[config.mk]
export PLATFORM = sky130hd
export DESIGN_NAME = biss_reader
export DESIGN_NICKNAME = d
export VERILOG_FILES = /design/src/core/biss_pkg.sv /design/src/core/biss_reader.sv
export VERILOG_INCLUDE_DIRS = /design/src /design/src/core
export SDC_FILE = /design/constraint.sdc
export NUM_CORES = 1
export LEC_CHECK = 0
export BUFFER_PORTS_ARGS = -buffer_cell sky130_fd_sc_hd__buf_2
export CELL_PAD_IN_SITES_DETAIL_PLACEMENT = 0
export CELL_PAD_IN_SITES_GLOBAL_PLACEMENT = 1
export CORE_MARGIN = 1
export CORE_UTILIZATION = 35
export CTS_CLUSTER_DIAMETER = 30
export CTS_CLUSTER_SIZE = 25
export DETAILED_ROUTE_END_ITERATION = 8
export PLACE_DENSITY_LB_ADDON = 0.3
export RECOVER_POWER = 50
export REMOVE_ABC_BUFFERS = 1
export SLEW_MARGIN = 5
export SYNTH_ARGS = -nofsm -noshare
export SYNTH_HDL_FRONTEND = slang
export SYNTH_SLANG_ARGS = --single-unit
[constraint.sdc]
create_clock -name mclk -period 13.2 [get_ports mclk]
set_input_delay 0.66 -clock mclk [delete_from_list [all_inputs] [get_ports mclk]]
set_output_delay 0.66 -clock mclk [all_outputs]
set_load 0.01 [all_outputs]
[src/core/biss_consts.svh]
`ifndef BISS_CONSTS_SVH
`define BISS_CONSTS_SVH

// option word field positions
`define OPT_ST_LO 0
`define OPT_ST_HI 5
`define OPT_MT_LO 8
`define OPT_MT_HI 12
`define OPT_WRAP 15
`define OPT_MODEC 16
`define OPT_SERVO 17
`define OPT_ERR_WARN 19
`define OPT_ACT_LOW 20
`define OPT_STAT_FIRST 21
`define OPT_ERR_FIRST 22
`define OPT_ERR_AFTER_AL 23
`define OPT_AL_LO 24
`define OPT_AL_HI 27
`define OPT_PORT_A 28
`define OPT_PORT_B 29
`define OPT_SLOW 30

// register byte offsets
`define A_OPT 8'h00
`define A_CPR 8'h04
`define A_CTRL 8'h08
`define A_ISTAT 8'h0C
`define A_IMASK 8'h10
`define A_POS_ST 8'h14
`define A_POS_MT 8'h18
`define A_LSTAT 8'h1C

// reset values
`define OPT_RST 32'h00000000
`define CPR_RST 32'h00000000
`define CTRL_RST 1'h0
`define IRQ_RST 3'h0

// interrupt status bits
`define IRQ_W 3
`define IRQ_DONE 0
`define IRQ_FAULT 1
`define IRQ_WARN 2

// frame framing
`define STAT_BITS 7'h02
`define MODEC_HDR 7'h02

// timing: link half periods, system clock period
`define CLK_NS 100
`define HALF_FAST_NS 125
`define HALF_SLOW_NS 200

`endif

[src/core/biss_pkg.sv]
package biss_pkg;
  typedef enum logic [2:0] {
    S_IDLE = 3'h0,
    S_LOW = 3'h1,
    S_HIGH = 3'h3,
    S_TAIL = 3'h2,
    S_DONE = 3'h6
  } fsm_t;
endpackage

[src/core/biss_reader.sv]
`timescale 1ns/1ns
`include "biss_consts.svh"
// What this block does
// - single-turn bit count comes from option bits 0 to 5.
// - multi-turn bit count comes from option bits 8 to 12.
// - option bit 15 wraps position at the programmed counts per rev.
// - option bit 16 selects the mode C frame with its header bits.
// - sample per current-loop tick, or per servo tick when bit 17 set.
// - bit 19 turns an encoder error into a warning, not a fault.
// - bit 20 makes error and warning bits active low.
// - bit 21 places status before position, else after it.
// - bit 22 makes error the earlier status bit, else warning is.
// - bit 23 moves status bits right after the alignment bits.
// - bits 24 to 27 count alignment bits, which are discarded.
// - port-select bit 28 or 29 picks multi-mode port, else the primary port.
// - bit 30 gives a 2.5 MHz link clock, else 5 MHz.
// - frame splits into position, two status bits, alignment bits.
module biss_reader
  import biss_pkg::*;
(
  input wire logic mclk,
  input wire logic arst_n,
  input wire logic ce,
  input wire logic psel,
  input wire logic penable,
  input wire logic pwrite,
  input wire logic [7:0] paddr,
  input wire logic [31:0] pwdata,
  output logic [31:0] prdata,
  output logic pready,
  output logic pslverr,
  input wire logic cur_tick,
  input wire logic servo_tick,
  output logic ma_pri,
  output logic ma_mm,
  input wire logic slo_pri,
  input wire logic slo_mm,
  output logic irq,
  output logic pos_valid,
  output logic enc_fault,
  output logic enc_warn
);

  localparam int HALF_FAST_CYC =
    (`HALF_FAST_NS / `CLK_NS) > 0 ? (`HALF_FAST_NS / `CLK_NS) : 1;
  localparam int HALF_SLOW_CYC =
    (`HALF_SLOW_NS / `CLK_NS) > 0 ? (`HALF_SLOW_NS / `CLK_NS) : 1;

  function automatic logic [6:0] frame_len(input logic [31:0] o);
    frame_len = 7'(o[`OPT_AL_HI:`OPT_AL_LO]) + 7'(o[`OPT_MT_HI:`OPT_MT_LO])
      + 7'(o[`OPT_ST_HI:`OPT_ST_LO]) + `STAT_BITS
      + (o[`OPT_MODEC] ? `MODEC_HDR : 7'h00);
  endfunction

  function automatic logic [63:0] low_mask(input logic [6:0] w);
    low_mask = (64'h1 << w) - 64'h1;
  endfunction

  logic [31:0] opt_q, cpr_q, cfg_q;
  logic en_q;
  logic [`IRQ_W-1:0] istat_q, imask_q, ev;
  logic [31:0] pos_st_q, pos_mt_q;
  logic err_q, warn_q, valid_q;
  logic slo_pri_s1, slo_pri_s2, slo_mm_s1, slo_mm_s2;
  fsm_t st_q;
  logic [3:0] cnt_q;
  logic [6:0] bits_q, len_q;
  logic [127:0] sh_q;
  logic [3:0] half;
  logic [2:0] smp_q;
  logic trig, start, rise, sl, ma_act, port_mm;
  logic wr, rd_setup;

  // apb slave: zero wait, read data captured in setup
  assign wr = psel & penable & pwrite & ce;
  assign rd_setup = psel & ~penable & ~pwrite;
  assign pready = 1'b1;

  always_comb begin
    pslverr = 1'b0;
    if (psel && penable) begin
      case (paddr)
        `A_OPT, `A_CPR, `A_CTRL, `A_ISTAT, `A_IMASK, `A_POS_ST,
        `A_POS_MT, `A_LSTAT: pslverr = 1'b0;
        default: pslverr = 1'b1;
      endcase
    end
  end

  always_ff @(posedge mclk or negedge arst_n) begin
    if (!arst_n) begin
      prdata <= 32'h00000000;
    end else if (ce && rd_setup) begin
      case (paddr)
        `A_OPT: prdata <= opt_q;
        `A_CPR: prdata <= cpr_q;
        `A_CTRL: prdata <= {31'h00000000, en_q};
        `A_ISTAT: prdata <= {29'h00000000, istat_q};
        `A_IMASK: prdata <= {29'h00000000, imask_q};
        `A_POS_ST: prdata <= pos_st_q;
        `A_POS_MT: prdata <= pos_mt_q;
        `A_LSTAT: prdata <= {29'h00000000, st_q != S_IDLE, warn_q, err_q};
        default: prdata <= 32'h00000000;
      endcase
    end
  end

  always_ff @(posedge mclk or negedge arst_n) begin
    if (!arst_n) begin
      opt_q <= `OPT_RST;
      cpr_q <= `CPR_RST;
      en_q <= `CTRL_RST;
      imask_q <= `IRQ_RST;
    end else if (wr) begin
      case (paddr)
        `A_OPT: opt_q <= pwdata;
        `A_CPR: cpr_q <= pwdata;
        `A_CTRL: en_q <= pwdata[0];
        `A_IMASK: imask_q <= pwdata[`IRQ_W-1:0];
        default: ;
      endcase
    end
  end

  // sticky status; a new event beats a same-cycle clear
  always_ff @(posedge mclk or negedge arst_n) begin
    if (!arst_n) begin
      istat_q <= `IRQ_RST;
    end else if (ce) begin
      if (wr && paddr == `A_ISTAT) begin
        istat_q <= (istat_q & ~pwdata[`IRQ_W-1:0]) | ev;
      end else begin
        istat_q <= istat_q | ev;
      end
    end
  end

  assign irq = |(istat_q & imask_q);

  // slo lines come from the encoder, so two flops first
  always_ff @(posedge mclk or negedge arst_n) begin
    if (!arst_n) begin
      slo_pri_s1 <= 1'b1;
      slo_pri_s2 <= 1'b1;
      slo_mm_s1 <= 1'b1;
      slo_mm_s2 <= 1'b1;
    end else if (ce) begin
      slo_pri_s1 <= slo_pri;
      slo_pri_s2 <= slo_pri_s1;
      slo_mm_s1 <= slo_mm;
      slo_mm_s2 <= slo_mm_s1;
    end
  end

  // config is frozen per frame so writes mid-frame cannot tear it
  assign port_mm = cfg_q[`OPT_PORT_A] | cfg_q[`OPT_PORT_B];
  assign sl = port_mm ? slo_mm_s2 : slo_pri_s2;
  assign half = cfg_q[`OPT_SLOW] ? 4'(HALF_SLOW_CYC)
                                 : 4'(HALF_FAST_CYC);
  assign trig = opt_q[`OPT_SERVO] ? servo_tick : cur_tick;
  assign start = (st_q == S_IDLE) & en_q & trig;
  assign rise = (st_q == S_LOW) & (cnt_q == 4'h0);

  always_ff @(posedge mclk or negedge arst_n) begin
    if (!arst_n) begin
      st_q <= S_IDLE;
      cnt_q <= 4'h0;
      bits_q <= 7'h00;
      len_q <= 7'h00;
      cfg_q <= `OPT_RST;
    end else if (ce) begin
      case (st_q)
        S_IDLE: begin
          if (start) begin
            st_q <= S_LOW;
            cfg_q <= opt_q;
            len_q <= frame_len(opt_q);
            bits_q <= 7'h00;
            cnt_q <= (opt_q[`OPT_SLOW] ? 4'(HALF_SLOW_CYC)
                                       : 4'(HALF_FAST_CYC)) - 4'h1;
          end
        end
        S_LOW: begin
          if (cnt_q == 4'h0) begin
            st_q <= S_HIGH;
            bits_q <= bits_q + 7'h01;
            cnt_q <= half - 4'h1;
          end else begin
            cnt_q <= cnt_q - 4'h1;
          end
        end
        S_HIGH: begin
          if (cnt_q != 4'h0) begin
            cnt_q <= cnt_q - 4'h1;
          end else if (bits_q == len_q) begin
            // last bit settles through the synchroniser, clock stays high
            st_q <= S_TAIL;
            cnt_q <= 4'((half << 1) - 4'h1);
          end else begin
            st_q <= S_LOW;
            cnt_q <= half - 4'h1;
          end
        end
        S_TAIL: begin
          if (cnt_q == 4'h0) begin
            st_q <= S_DONE;
          end else begin
            cnt_q <= cnt_q - 4'h1;
          end
        end
        S_DONE: st_q <= S_IDLE;
        default: st_q <= S_IDLE;
      endcase
    end
  end

  // idle link clock is high; the unused port stays idle
  assign ma_act = (st_q != S_LOW);
  assign ma_pri = port_mm ? 1'b1 : ma_act;
  assign ma_mm = port_mm ? ma_act : 1'b1;

  // bit taken three cycles after its rise: encoder turn plus two sync flops
  always_ff @(posedge mclk or negedge arst_n) begin
    if (!arst_n) begin
      sh_q <= 128'h0;
      smp_q <= 3'h0;
    end else if (ce) begin
      smp_q <= {smp_q[1:0], rise};
      if (start) begin
        sh_q <= 128'h0;
      end else if (smp_q[2]) begin
        sh_q <= {sh_q[126:0], sl};
      end
    end
  end

  // field extraction; alignment and mode c header bits fall away
  logic [6:0] al_w, mt_w, st_w, pw, p_off, s_off;
  logic [127:0] p_sh, s_sh;
  logic [63:0] st_raw, mt_raw;
  logic [1:0] sbits;
  logic e_bit, w_bit;
  logic [31:0] st_wrapped;

  always_comb begin
    al_w = 7'(cfg_q[`OPT_AL_HI:`OPT_AL_LO]);
    mt_w = 7'(cfg_q[`OPT_MT_HI:`OPT_MT_LO]);
    st_w = 7'(cfg_q[`OPT_ST_HI:`OPT_ST_LO]);
    pw = mt_w + st_w;
    if (cfg_q[`OPT_STAT_FIRST]) begin
      p_off = 7'h00;
      s_off = pw;
    end else if (cfg_q[`OPT_ERR_AFTER_AL]) begin
      p_off = `STAT_BITS + al_w;
      s_off = 7'h00;
    end else begin
      p_off = `STAT_BITS;
      s_off = 7'h00;
    end
    p_sh = sh_q >> p_off;
    s_sh = sh_q >> s_off;
    st_raw = p_sh[63:0] & low_mask(st_w);
    mt_raw = (p_sh[127:64] == 64'h0 ? 64'h0 : 64'h0)
             | ((p_sh[63:0] >> st_w) & low_mask(mt_w));
    sbits = s_sh[1:0] ^ {2{cfg_q[`OPT_ACT_LOW]}};
    e_bit = cfg_q[`OPT_ERR_FIRST] ? sbits[1] : sbits[0];
    w_bit = cfg_q[`OPT_ERR_FIRST] ? sbits[0] : sbits[1];
    st_wrapped = st_raw[31:0];
    if (cfg_q[`OPT_WRAP] && cpr_q != 32'h00000000 &&
        st_raw[31:0] >= cpr_q) begin
      st_wrapped = st_raw[31:0] - cpr_q;
    end
  end

  always_comb begin
    ev = '0;
    if (st_q == S_DONE && ce) begin
      ev[`IRQ_DONE] = 1'b1;
      ev[`IRQ_FAULT] = e_bit & ~cfg_q[`OPT_ERR_WARN];
      ev[`IRQ_WARN] = w_bit | (e_bit & cfg_q[`OPT_ERR_WARN]);
    end
  end

  always_ff @(posedge mclk or negedge arst_n) begin
    if (!arst_n) begin
      pos_st_q <= 32'h00000000;
      pos_mt_q <= 32'h00000000;
      err_q <= 1'b0;
      warn_q <= 1'b0;
      enc_fault <= 1'b0;
      enc_warn <= 1'b0;
      valid_q <= 1'b0;
    end else if (ce) begin
      valid_q <= (st_q == S_DONE);
      if (st_q == S_DONE) begin
        pos_st_q <= st_wrapped;
        pos_mt_q <= mt_raw[31:0];
        err_q <= e_bit;
        warn_q <= w_bit;
        enc_fault <= ev[`IRQ_FAULT];
        enc_warn <= ev[`IRQ_WARN];
      end
    end
  end

  assign pos_valid = valid_q;
endmodule

==> qor.log, run 1 <==
INFO  sta            period_share=63.90%
INFO  sta            fmax=0.1186GHz
INFO  power_and_ir_drop pwr-share-seq=28.8%
INFO  sta            worstMarginPinSlew=5866ps
INFO  yosys          synth-main-ff-cell=sky130_fd_sc_hd__dfrtp_1
INFO  yosys          ys_top_cells_by_area=sky130_fd_sc_hd__dfrtp_1 29%, sky130_fd_sc_hd__mux2i_1 8.8%, sky130_fd_sc_hd__mux4_2 4.5%
INFO  routing        dr.max_layer_used=met4
INFO  grt            grt_antenna_before_repair=1
INFO  clock_tree     post_cts_buffers=0
INFO  routing        vias_per_std_cell=6.572
INFO  floorplanning  floorplan.io_pins=90
INFO  grt            overflow=0
INFO  clock_tree     cts.clk_slew.worst_paths=40ps
INFO  routing        detail_route.drc_violations=0
INFO  power_and_ir_drop power_frac_comb=12.1%
INFO  routing        remaining_antenna_violation_count=0
INFO  clock_tree     tritoncts_clock_tree=built
INFO  routing        drt-total-wl=127000um
INFO  worst_setup_path crit_required=13850ps
INFO  routing        average_wire_per_cell_in_the_routed_design=28.87um
INFO  power_and_ir_drop power_density=123.7nW/um^2
INFO  clock_tree     cts-resized-gates=0
INFO  routing        drt_pre_antenna_iters=6
INFO  yosys          synth-edff-count=0
INFO  flow_run       drv.max_cap_violation_count=7
INFO  run_status     status=finished, violations left
INFO  layout         fin_nets=3375
INFO  power_and_ir_drop power.clock.fraction=59.1%
INFO  floorplanning  fp.dieH=289.3um
INFO  sta            setup-tns-final=0ps
INFO  yosys          synth_cells=3310
INFO  grt            grt_pass1_wl=188400um
INFO  floorplanning  die_x=289.3um
INFO  clock_tree     hold_buffers_post_cts=0
INFO  sta            grt_setup_unrepaired=false
INFO  clock_tree     clock_tree.root_cell=sky130_fd_sc_hd__clkbuf_16
INFO  grt            total_routing_usage_reported_by_global_routing=29.88%
INFO  routing        detailroute.wirelength.met2=56850um
INFO  yosys          synthArstFlopShare=100.0%
INFO  sta            setup_viol_count_final=0
INFO  yosys          synth_largest_type_area_fraction=28.85%
INFO  sta            final_count_of_hold_timing_violations=0
INFO  yosys          synth-seq-cells=337
INFO  routing        via_count=28900
INFO  yosys          synth.yosys.warnings=0
INFO  worst_setup_path critPathLaunchType=primary input
INFO  clock_tree     clock_sink_count=337
INFO  worst_setup_path worstPathMaxFanout=106
INFO  yosys          syn_area_per_cell=8.726um^2
INFO  sta            finalMaxSlewViolations=437
INFO  power_and_ir_drop p_sw_share=27.68%
INFO  place          gp_congestion=1.005
INFO  sta            clock-skew-final=35.76ps
INFO  floorplanning  std_cell_rows=104
INFO  power_and_ir_drop p_switching=1143uW
INFO  power_and_ir_drop p_leak=0.01384uW
INFO  power_and_ir_drop vdd_ir_drop_max=0.09031mV
INFO  yosys          sequential_cell_area_fraction_in_the_yosys_report=29.21%
INFO  routing        met3_length=10450um
INFO  grt            grt_pass1_vias=27640
INFO  routing        dr.first_iter.drc_count=3136
INFO  clock_tree     maximum_buffer_depth_of_the_clock_tree=3
INFO  yosys          syn_area=28880um^2
INFO  worst_setup_path critPathArrivalTime=9080ps
INFO  place          place.port_buffers=88
INFO  yosys          synth.lib_cells_used.distinct=89
INFO  layout         layout-drive-gt1-share=14.26%
INFO  clock_tree     clock_latency=670ps
INFO  layout         antenna_cells_inserted=0
INFO  floorplanning  initial_standard_cell_utilization_of_the_core=35.63%
INFO  sta            timing.slew.headroom=-291.1%
INFO  power_and_ir_drop cell_internal_pwr=2987uW
INFO  grt            grt_start_max_net_pins=107
INFO  clock_tree     cts-buffers-inserted=93
INFO  worst_setup_path end_kind=async pin
INFO  worst_setup_path critical_path_class=primary input to async pin
INFO  sta            post-route-min-period=8434ps
INFO  clock_tree     cts_htree_levels=3
INFO  floorplanning  floorplan.core_area=81070um^2
INFO  run_status     failed_checks=max-capacitance violations, max-slew violations
INFO  place          dp.final_hpwl=92230um
INFO  min_path       worst_hold_path_type=primary input to register
INFO  yosys          post-synth-top-area-cell=sky130_fd_sc_hd__dfrtp_1
INFO  routing        drt-met1-wl=52760um
INFO  layout         layout.core_utilization=41.19%
INFO  layout         area_delta_synth_final=15.59%
INFO  floorplanning  floorplan.die_area=83680um^2
## layer usage
metal	vias to the layer above	track usage (%)
met1	14290	39.44
li1	12810	-
met2	1503	46.44
met3	301	5.913
met4	0	14.82
met5	-	0
## critical path, stage by stage
cell	delay [ps]
sky130_fd_sc_hd__clkbuf_1	4030
sky130_fd_sc_hd__clkbuf_1	2570
sky130_fd_sc_hd__buf_4	820
sky130_fd_sc_hd__buf_4	810
## cell type report
cell class                      instances  area [um^2]
Fill cell                            8205        47680
Multi-Input combinational cell       2588        18960
Sequential cell                       337         8443
Clock buffer                          116         2554
Tap cell                             1060         1326
Timing Repair Buffer                  168        972.2
Clock inverter                         55        857.1
Inverter                               74        277.8
## registers in the layout, summed over array words and instances, names as in the netlist, 3 cells and up
register	cells
cpr_q	32
pos_st_q	32
sh_q	113
len_q	7
smp_q	3
imask_q	3
prdata	32
cfg_q	24
istat_q	3
pos_mt_q	32
cnt_q	4
st_q	3
bits_q	7
opt_q	32
## power by group through the flow
stage / logic [uW] / clock network (uW) / registers (uW)
finish: 501 / 2440 / 1190
global route: 551 / 2530 / 1200
CTS: 507 / 2470 / 1190
detailed placement: 505 / 0 / 1200
global placement: 502 / 0 / 1200
floorplan: 306 / 0 / 1180
## kinds of logic after synthesis
kind of cell    synth area share [%]
buf+inv                        5.475
mux                            16.23
flops                          29.21
other cells                  0.01298
xor+xnor                       1.906
compound gates                 29.68
simple gates                   14.60
fa+ha+maj                      2.885
## layout by cell type (no fill, tap or decap), types with 20 or more instances in the layout
cell type	n
sky130_fd_sc_hd__nand3_1	57
sky130_fd_sc_hd__a21o_1	24
sky130_fd_sc_hd__nand2_1	300
sky130_fd_sc_hd__a211oi_1	138
sky130_fd_sc_hd__a31oi_1	53
sky130_fd_sc_hd__a21oi_1	161
sky130_fd_sc_hd__o22ai_1	47
sky130_fd_sc_hd__buf_4	74
sky130_fd_sc_hd__and4b_1	40
sky130_fd_sc_hd__o21ai_0	199
sky130_fd_sc_hd__mux4_2	58
sky130_fd_sc_hd__xor2_1	22
sky130_fd_sc_hd__o211ai_1	26
sky130_fd_sc_hd__mux2_2	70
sky130_fd_sc_hd__o221ai_1	20
sky130_fd_sc_hd__inv_1	70
sky130_fd_sc_hd__ha_1	56
sky130_fd_sc_hd__buf_2	51
sky130_fd_sc_hd__xnor2_1	39
sky130_fd_sc_hd__a22oi_1	148
sky130_fd_sc_hd__and2_1	26
sky130_fd_sc_hd__nor2_1	195
sky130_fd_sc_hd__mux2i_1	255
sky130_fd_sc_hd__and3_1	21
sky130_fd_sc_hd__a221oi_1	59
sky130_fd_sc_hd__a22o_1	122
sky130_fd_sc_hd__a211o_1	20
sky130_fd_sc_hd__nor3_1	93
sky130_fd_sc_hd__clkbuf_1	52
sky130_fd_sc_hd__clkbuf_16	93
sky130_fd_sc_hd__dfrtp_1	329
## path summary, 6_finish.rpt
path	startpoint	slack, ps	cells past startpoint	to
min	pwdata[11]	220	3	cpr_q[11]
max	arst_n	4770	4	sh_q[79]
min reg2reg	warn_q	470	2	warn_q
max in group mclk	cfg_q[21]	5960	20	pos_st_q[31]
min in group asynchronous	arst_n	2160	1	en_q
max reg2reg	cfg_q[21]	5960	20	pos_st_q[31]
## synth_stat cells (all sizes together), types with 74 or more instances
cell type and count:
a21oi 162, buf 106, nor3 96, mux2i 258, dfrtp 333, nand2 302, nor2 198, inv 74
a211oi 139, a22o 122, o21ai 203, a22oi 148, clkbuf 205
## per-stage QoR
step                cell area, um^2  hold WS (ps)  power (uW)  instances  setup slack [ps]
floorplan                     27580         364.4        1487       2999              2104
global placement              30080         463.4        1703       4227              6200
detailed placement            30080         472.9        1706       4227              6158
CTS                           33490         81.92        4165       4398              6155
global route                  33390         231.9        4275       4398              3033
finish                        33390         216.1        4129       4398              4766
No activity file was read; power rests on OpenSTA's default activity.
==> inputs of run 2 (changes only) <==
==> constraint.sdc (replaced) <==
create_clock -name mclk -period 8.7 [get_ports mclk]
set_input_delay 0.435 -clock mclk [delete_from_list [all_inputs] [get_ports mclk]]
set_output_delay 0.435 -clock mclk [all_outputs]
set_load 0.01 [all_outputs]
==> run 2 against run 1 <==
- the run still ends with max-capacitance violations, max-slew violations left
- core utilization fell by 0.091 points
- final area decreased by 0.22%
- final cell count up 0.25%
- non-clock buffer count up 16
- routed wire length fell by 0.28%
- clock skew grew 7.9 ps
- worst setup slack got worse by 2900 ps
- register-to-register slack worse by 4100 ps
- critical path depth up 15
- clock-buffer cell count rose by 6
- first-iteration DRC count rose by 8.9%
- sequential power up 52%
- critical endpoint is now pos_st_q[31]
- highest routed layer is now met5
==> qor.log, run 2 (same netlist as run 1, synthesis figures left out) <==
INFO  run_status     status=finished, violations left [unchanged]
INFO  run_status     failed_checks=max-capacitance violations, max-slew violations [unchanged]
INFO  layout         layout-drive-gt1-share=14.16% [was 14.26%]
INFO  worst_setup_path critPathLaunchType=register [was primary input]
INFO  routing        detail_route.drc_violations=0 [unchanged]
INFO  floorplanning  floorplan.core_area=81070um^2 [unchanged]
INFO  grt            overflow=0 [unchanged]
INFO  grt            total_routing_usage_reported_by_global_routing=29.81% [was 29.88%]
INFO  clock_tree     cts.clk_slew.worst_paths=60ps [was 40 ps]
INFO  layout         postLayoutCellArea=33310um^2 [was 33390 um^2]
INFO  sta            finalMaxSlewViolations=280 [was 437]
INFO  place          gp_congestion=1.022 [was 1.005]
INFO  place          dp.final_hpwl=93830um [was 92230 um]
INFO  sta            post-route-min-period=6873ps
INFO  grt            grt_antenna_before_repair=1 [unchanged]
INFO  clock_tree     clock_sink_count=337 [unchanged]
INFO  sta            period_share=79.00%
INFO  worst_setup_path reg2reg_from=cfg_q[25] [was cfg_q[21]]
INFO  floorplanning  floorplan.die_area=83680um^2 [unchanged]
INFO  worst_setup_path crit_required=9200ps [was 13850 ps]
INFO  power_and_ir_drop vdd_ir_drop_max=0.1435mV [was 0.09031 mV]
INFO  worst_setup_path reg2reg_depth=19 [was 20]
INFO  sta            setup_viol_count_final=0 [unchanged]
INFO  sta            grt_setup_unrepaired=false [unchanged]
INFO  layout         fin_nets=3387 [was 3375]
INFO  routing        vias_per_std_cell=6.530 [was 6.572]
INFO  sta            final_count_of_hold_timing_violations=0 [unchanged]
INFO  clock_tree     clock_tree.root_cell=sky130_fd_sc_hd__clkbuf_16 [unchanged]
INFO  layout         largest-register=sh_q [unchanged]
INFO  clock_tree     cts_htree_levels=3 [unchanged]
INFO  routing        via_count=28790 [was 28900]
INFO  place          postPlaceCellArea=30130um^2 [was 30080 um^2]
INFO  sta            timing.slew.headroom=-200.4% [was -291.1%]
INFO  layout         instances_no_fill=4409 [was 4398]
INFO  floorplanning  die_x=289.3um [unchanged]
INFO  clock_tree     clock_latency=670ps [about the same]
INFO  layout         area_delta_synth_final=15.34% [was 15.59%]
INFO  routing        dr.first_iter.drc_count=3414 [was 3136]
INFO  place          place.port_buffers=88 [unchanged]
INFO  min_path       hold_end=cpr_q[21] [was cpr_q[11]]
INFO  floorplanning  std_cell_rows=104 [unchanged]
INFO  worst_setup_path regToRegEndpoint=pos_st_q[31] [unchanged]
INFO  grt            grt_pass1_wl=187900um [was 188400 um]
INFO  sta            clock-skew-final=43.62ps [was 35.76 ps]
INFO  floorplanning  initial_standard_cell_utilization_of_the_core=35.63% [unchanged]
INFO  routing        average_wire_per_cell_in_the_routed_design=28.71um [was 28.87 um]
INFO  worst_setup_path end_kind=register [was async pin]
INFO  grt            grt_start_max_net_pins=130 [was 107]
INFO  sta            fmax=0.1455GHz
INFO  layout         largest_register_ff_count=113 [unchanged]
INFO  flow_run       drv.max_cap_violation_count=5 [was 7]
INFO  worst_setup_path critPathArrivalTime=7370ps [was 9080 ps]
INFO  worst_setup_path critical_path_class=register to register [was primary input to async pin]
INFO  floorplanning  floorplan.io_pins=90 [unchanged]
INFO  clock_tree     maximum_buffer_depth_of_the_clock_tree=3 [unchanged]
INFO  layout         layout.core_utilization=41.09% [was 41.19%]
INFO  sta            worstMarginPinSlew=4506ps [was 5866 ps]
INFO  layout         mostFrequentLayoutCells=329 x sky130_fd_sc_hd__dfrtp_1, 300 x sky130_fd_sc_hd__nand2_1, 255 x sky130_fd_sc_hd__mux2i_1 [unchanged]
INFO  place          placedCellCount=4232 [was 4227]
INFO  min_path       min-delay-start=pwdata[21] [was pwdata[11]]
INFO  power_and_ir_drop p_leak=0.01383uW [was 0.01384 uW]
INFO  power_and_ir_drop total_power=5998uW [was 4129 uW]
INFO  routing        remaining_antenna_violation_count=0 [unchanged]
INFO  clock_tree     tritoncts_clock_tree=built [unchanged]
INFO  floorplanning  fp.dieH=289.3um [unchanged]
INFO  worst_setup_path worstPathMaxFanout=25 [was 106]
INFO  worst_setup_path timing.reg2reg.setup_slack=1830ps [was 5960 ps]
INFO  clock_tree     cts-buffers-inserted=89 [was 93]
INFO  grt            grt_pass1_vias=27750 [was 27640]
INFO  power_and_ir_drop power_density=180.0nW/um^2 [was 123.7 nW/um^2]
INFO  layout         layout.cells.most_common=sky130_fd_sc_hd__dfrtp_1 [unchanged]
INFO  min_path       worst_hold_path_type=primary input to register [unchanged]
INFO  min_path       min_path_cells=3 [unchanged]
INFO  routing        drt_pre_antenna_iters=6 [unchanged]
INFO  routing        drt-total-wl=126600um [was 127000 um]
## run 2: layer usage
layer / routed length (um) / vias to the layer above / track usage, %
li1: - / 12830 / -
met4: 6767 / 2 / 14.30
met2: 57210 / 1428 / 47.26
met1: 53290 / 14210 / 39.50
met5: 11 / - / 0
met3: 9327 / 325 / 4.701
## run 2: where the power goes
part	internal, uW	leakage, uW	switching (uW)
Combinational	275	0.00792	498
Clock	2340	0.00154	1080
Sequential	1680	0.00437	126
Total	4300	0.0138	1700
## run 2: worst max path at each step
| stage | startpoint | depth (start not counted) | slack [ps] | end |
|---|---|---|---|---|
| global placement | cfg_q[25] | 18 | 2220 | pos_st_q[0] |
| CTS | cfg_q[25] | 20 | 2140 | pos_st_q[29] |
| global route | cfg_q[25] | 18 | 1630 | pos_st_q[25] |
| detailed placement | cfg_q[25] | 20 | 2180 | pos_st_q[29] |
| floorplan | cfg_q[21] | 16 | -2400 | pos_st_q[0] |
| finish | cfg_q[25] | 19 | 1830 | pos_st_q[31] |
## run 2: metrics by stage
stage	hold WS (ps)	TNS [ps]	setup slack, ps
floorplan	139.4	-70960	-2396
global placement	464.9	0	2225
detailed placement	469.3	0	2179
CTS	1.827	0	2142
global route	27.48	0	1633
finish	20.22	0	1827
## run 2: worst max-delay path: stages (launching register included)
cell	delay, ps
sky130_fd_sc_hd__dfrtp_1	890
sky130_fd_sc_hd__ha_1	650
sky130_fd_sc_hd__xnor2_1	280
sky130_fd_sc_hd__nor2_2	230
sky130_fd_sc_hd__buf_4	280
sky130_fd_sc_hd__nand2_1	500
sky130_fd_sc_hd__o22ai_1	190
sky130_fd_sc_hd__nor3_1	760
sky130_fd_sc_hd__a21boi_0	550
sky130_fd_sc_hd__ha_1	410
sky130_fd_sc_hd__o21a_1	210
sky130_fd_sc_hd__o211ai_1	170
sky130_fd_sc_hd__a21oi_1	150
sky130_fd_sc_hd__nand3_1	130
sky130_fd_sc_hd__a21oi_1	110
sky130_fd_sc_hd__nor3_1	430
sky130_fd_sc_hd__nor2_1	100
sky130_fd_sc_hd__a221oi_1	360
sky130_fd_sc_hd__xor2_1	180
sky130_fd_sc_hd__o221ai_1	120
## run 2: final cells by class
class | count | area [um^2]
fillers | 8245 | 47750
multi-input cells | 2588 | 18970
flip-flops and latches | 337 | 8443
clock inverters | 43 | 571.8
well taps | 1060 | 1326
clock buffers | 122 | 2584
diodes | 1 | 2.502
inverters | 74 | 277.8
repair buffers | 184 | 1137
## run 2: what timing repair did
action / in CTS / in global routing
hold buffers: 11 / 0
setup buffers: 0 / 0
endpoints found under the hold margin: 83 / 0
resized for setup: 0 / 0
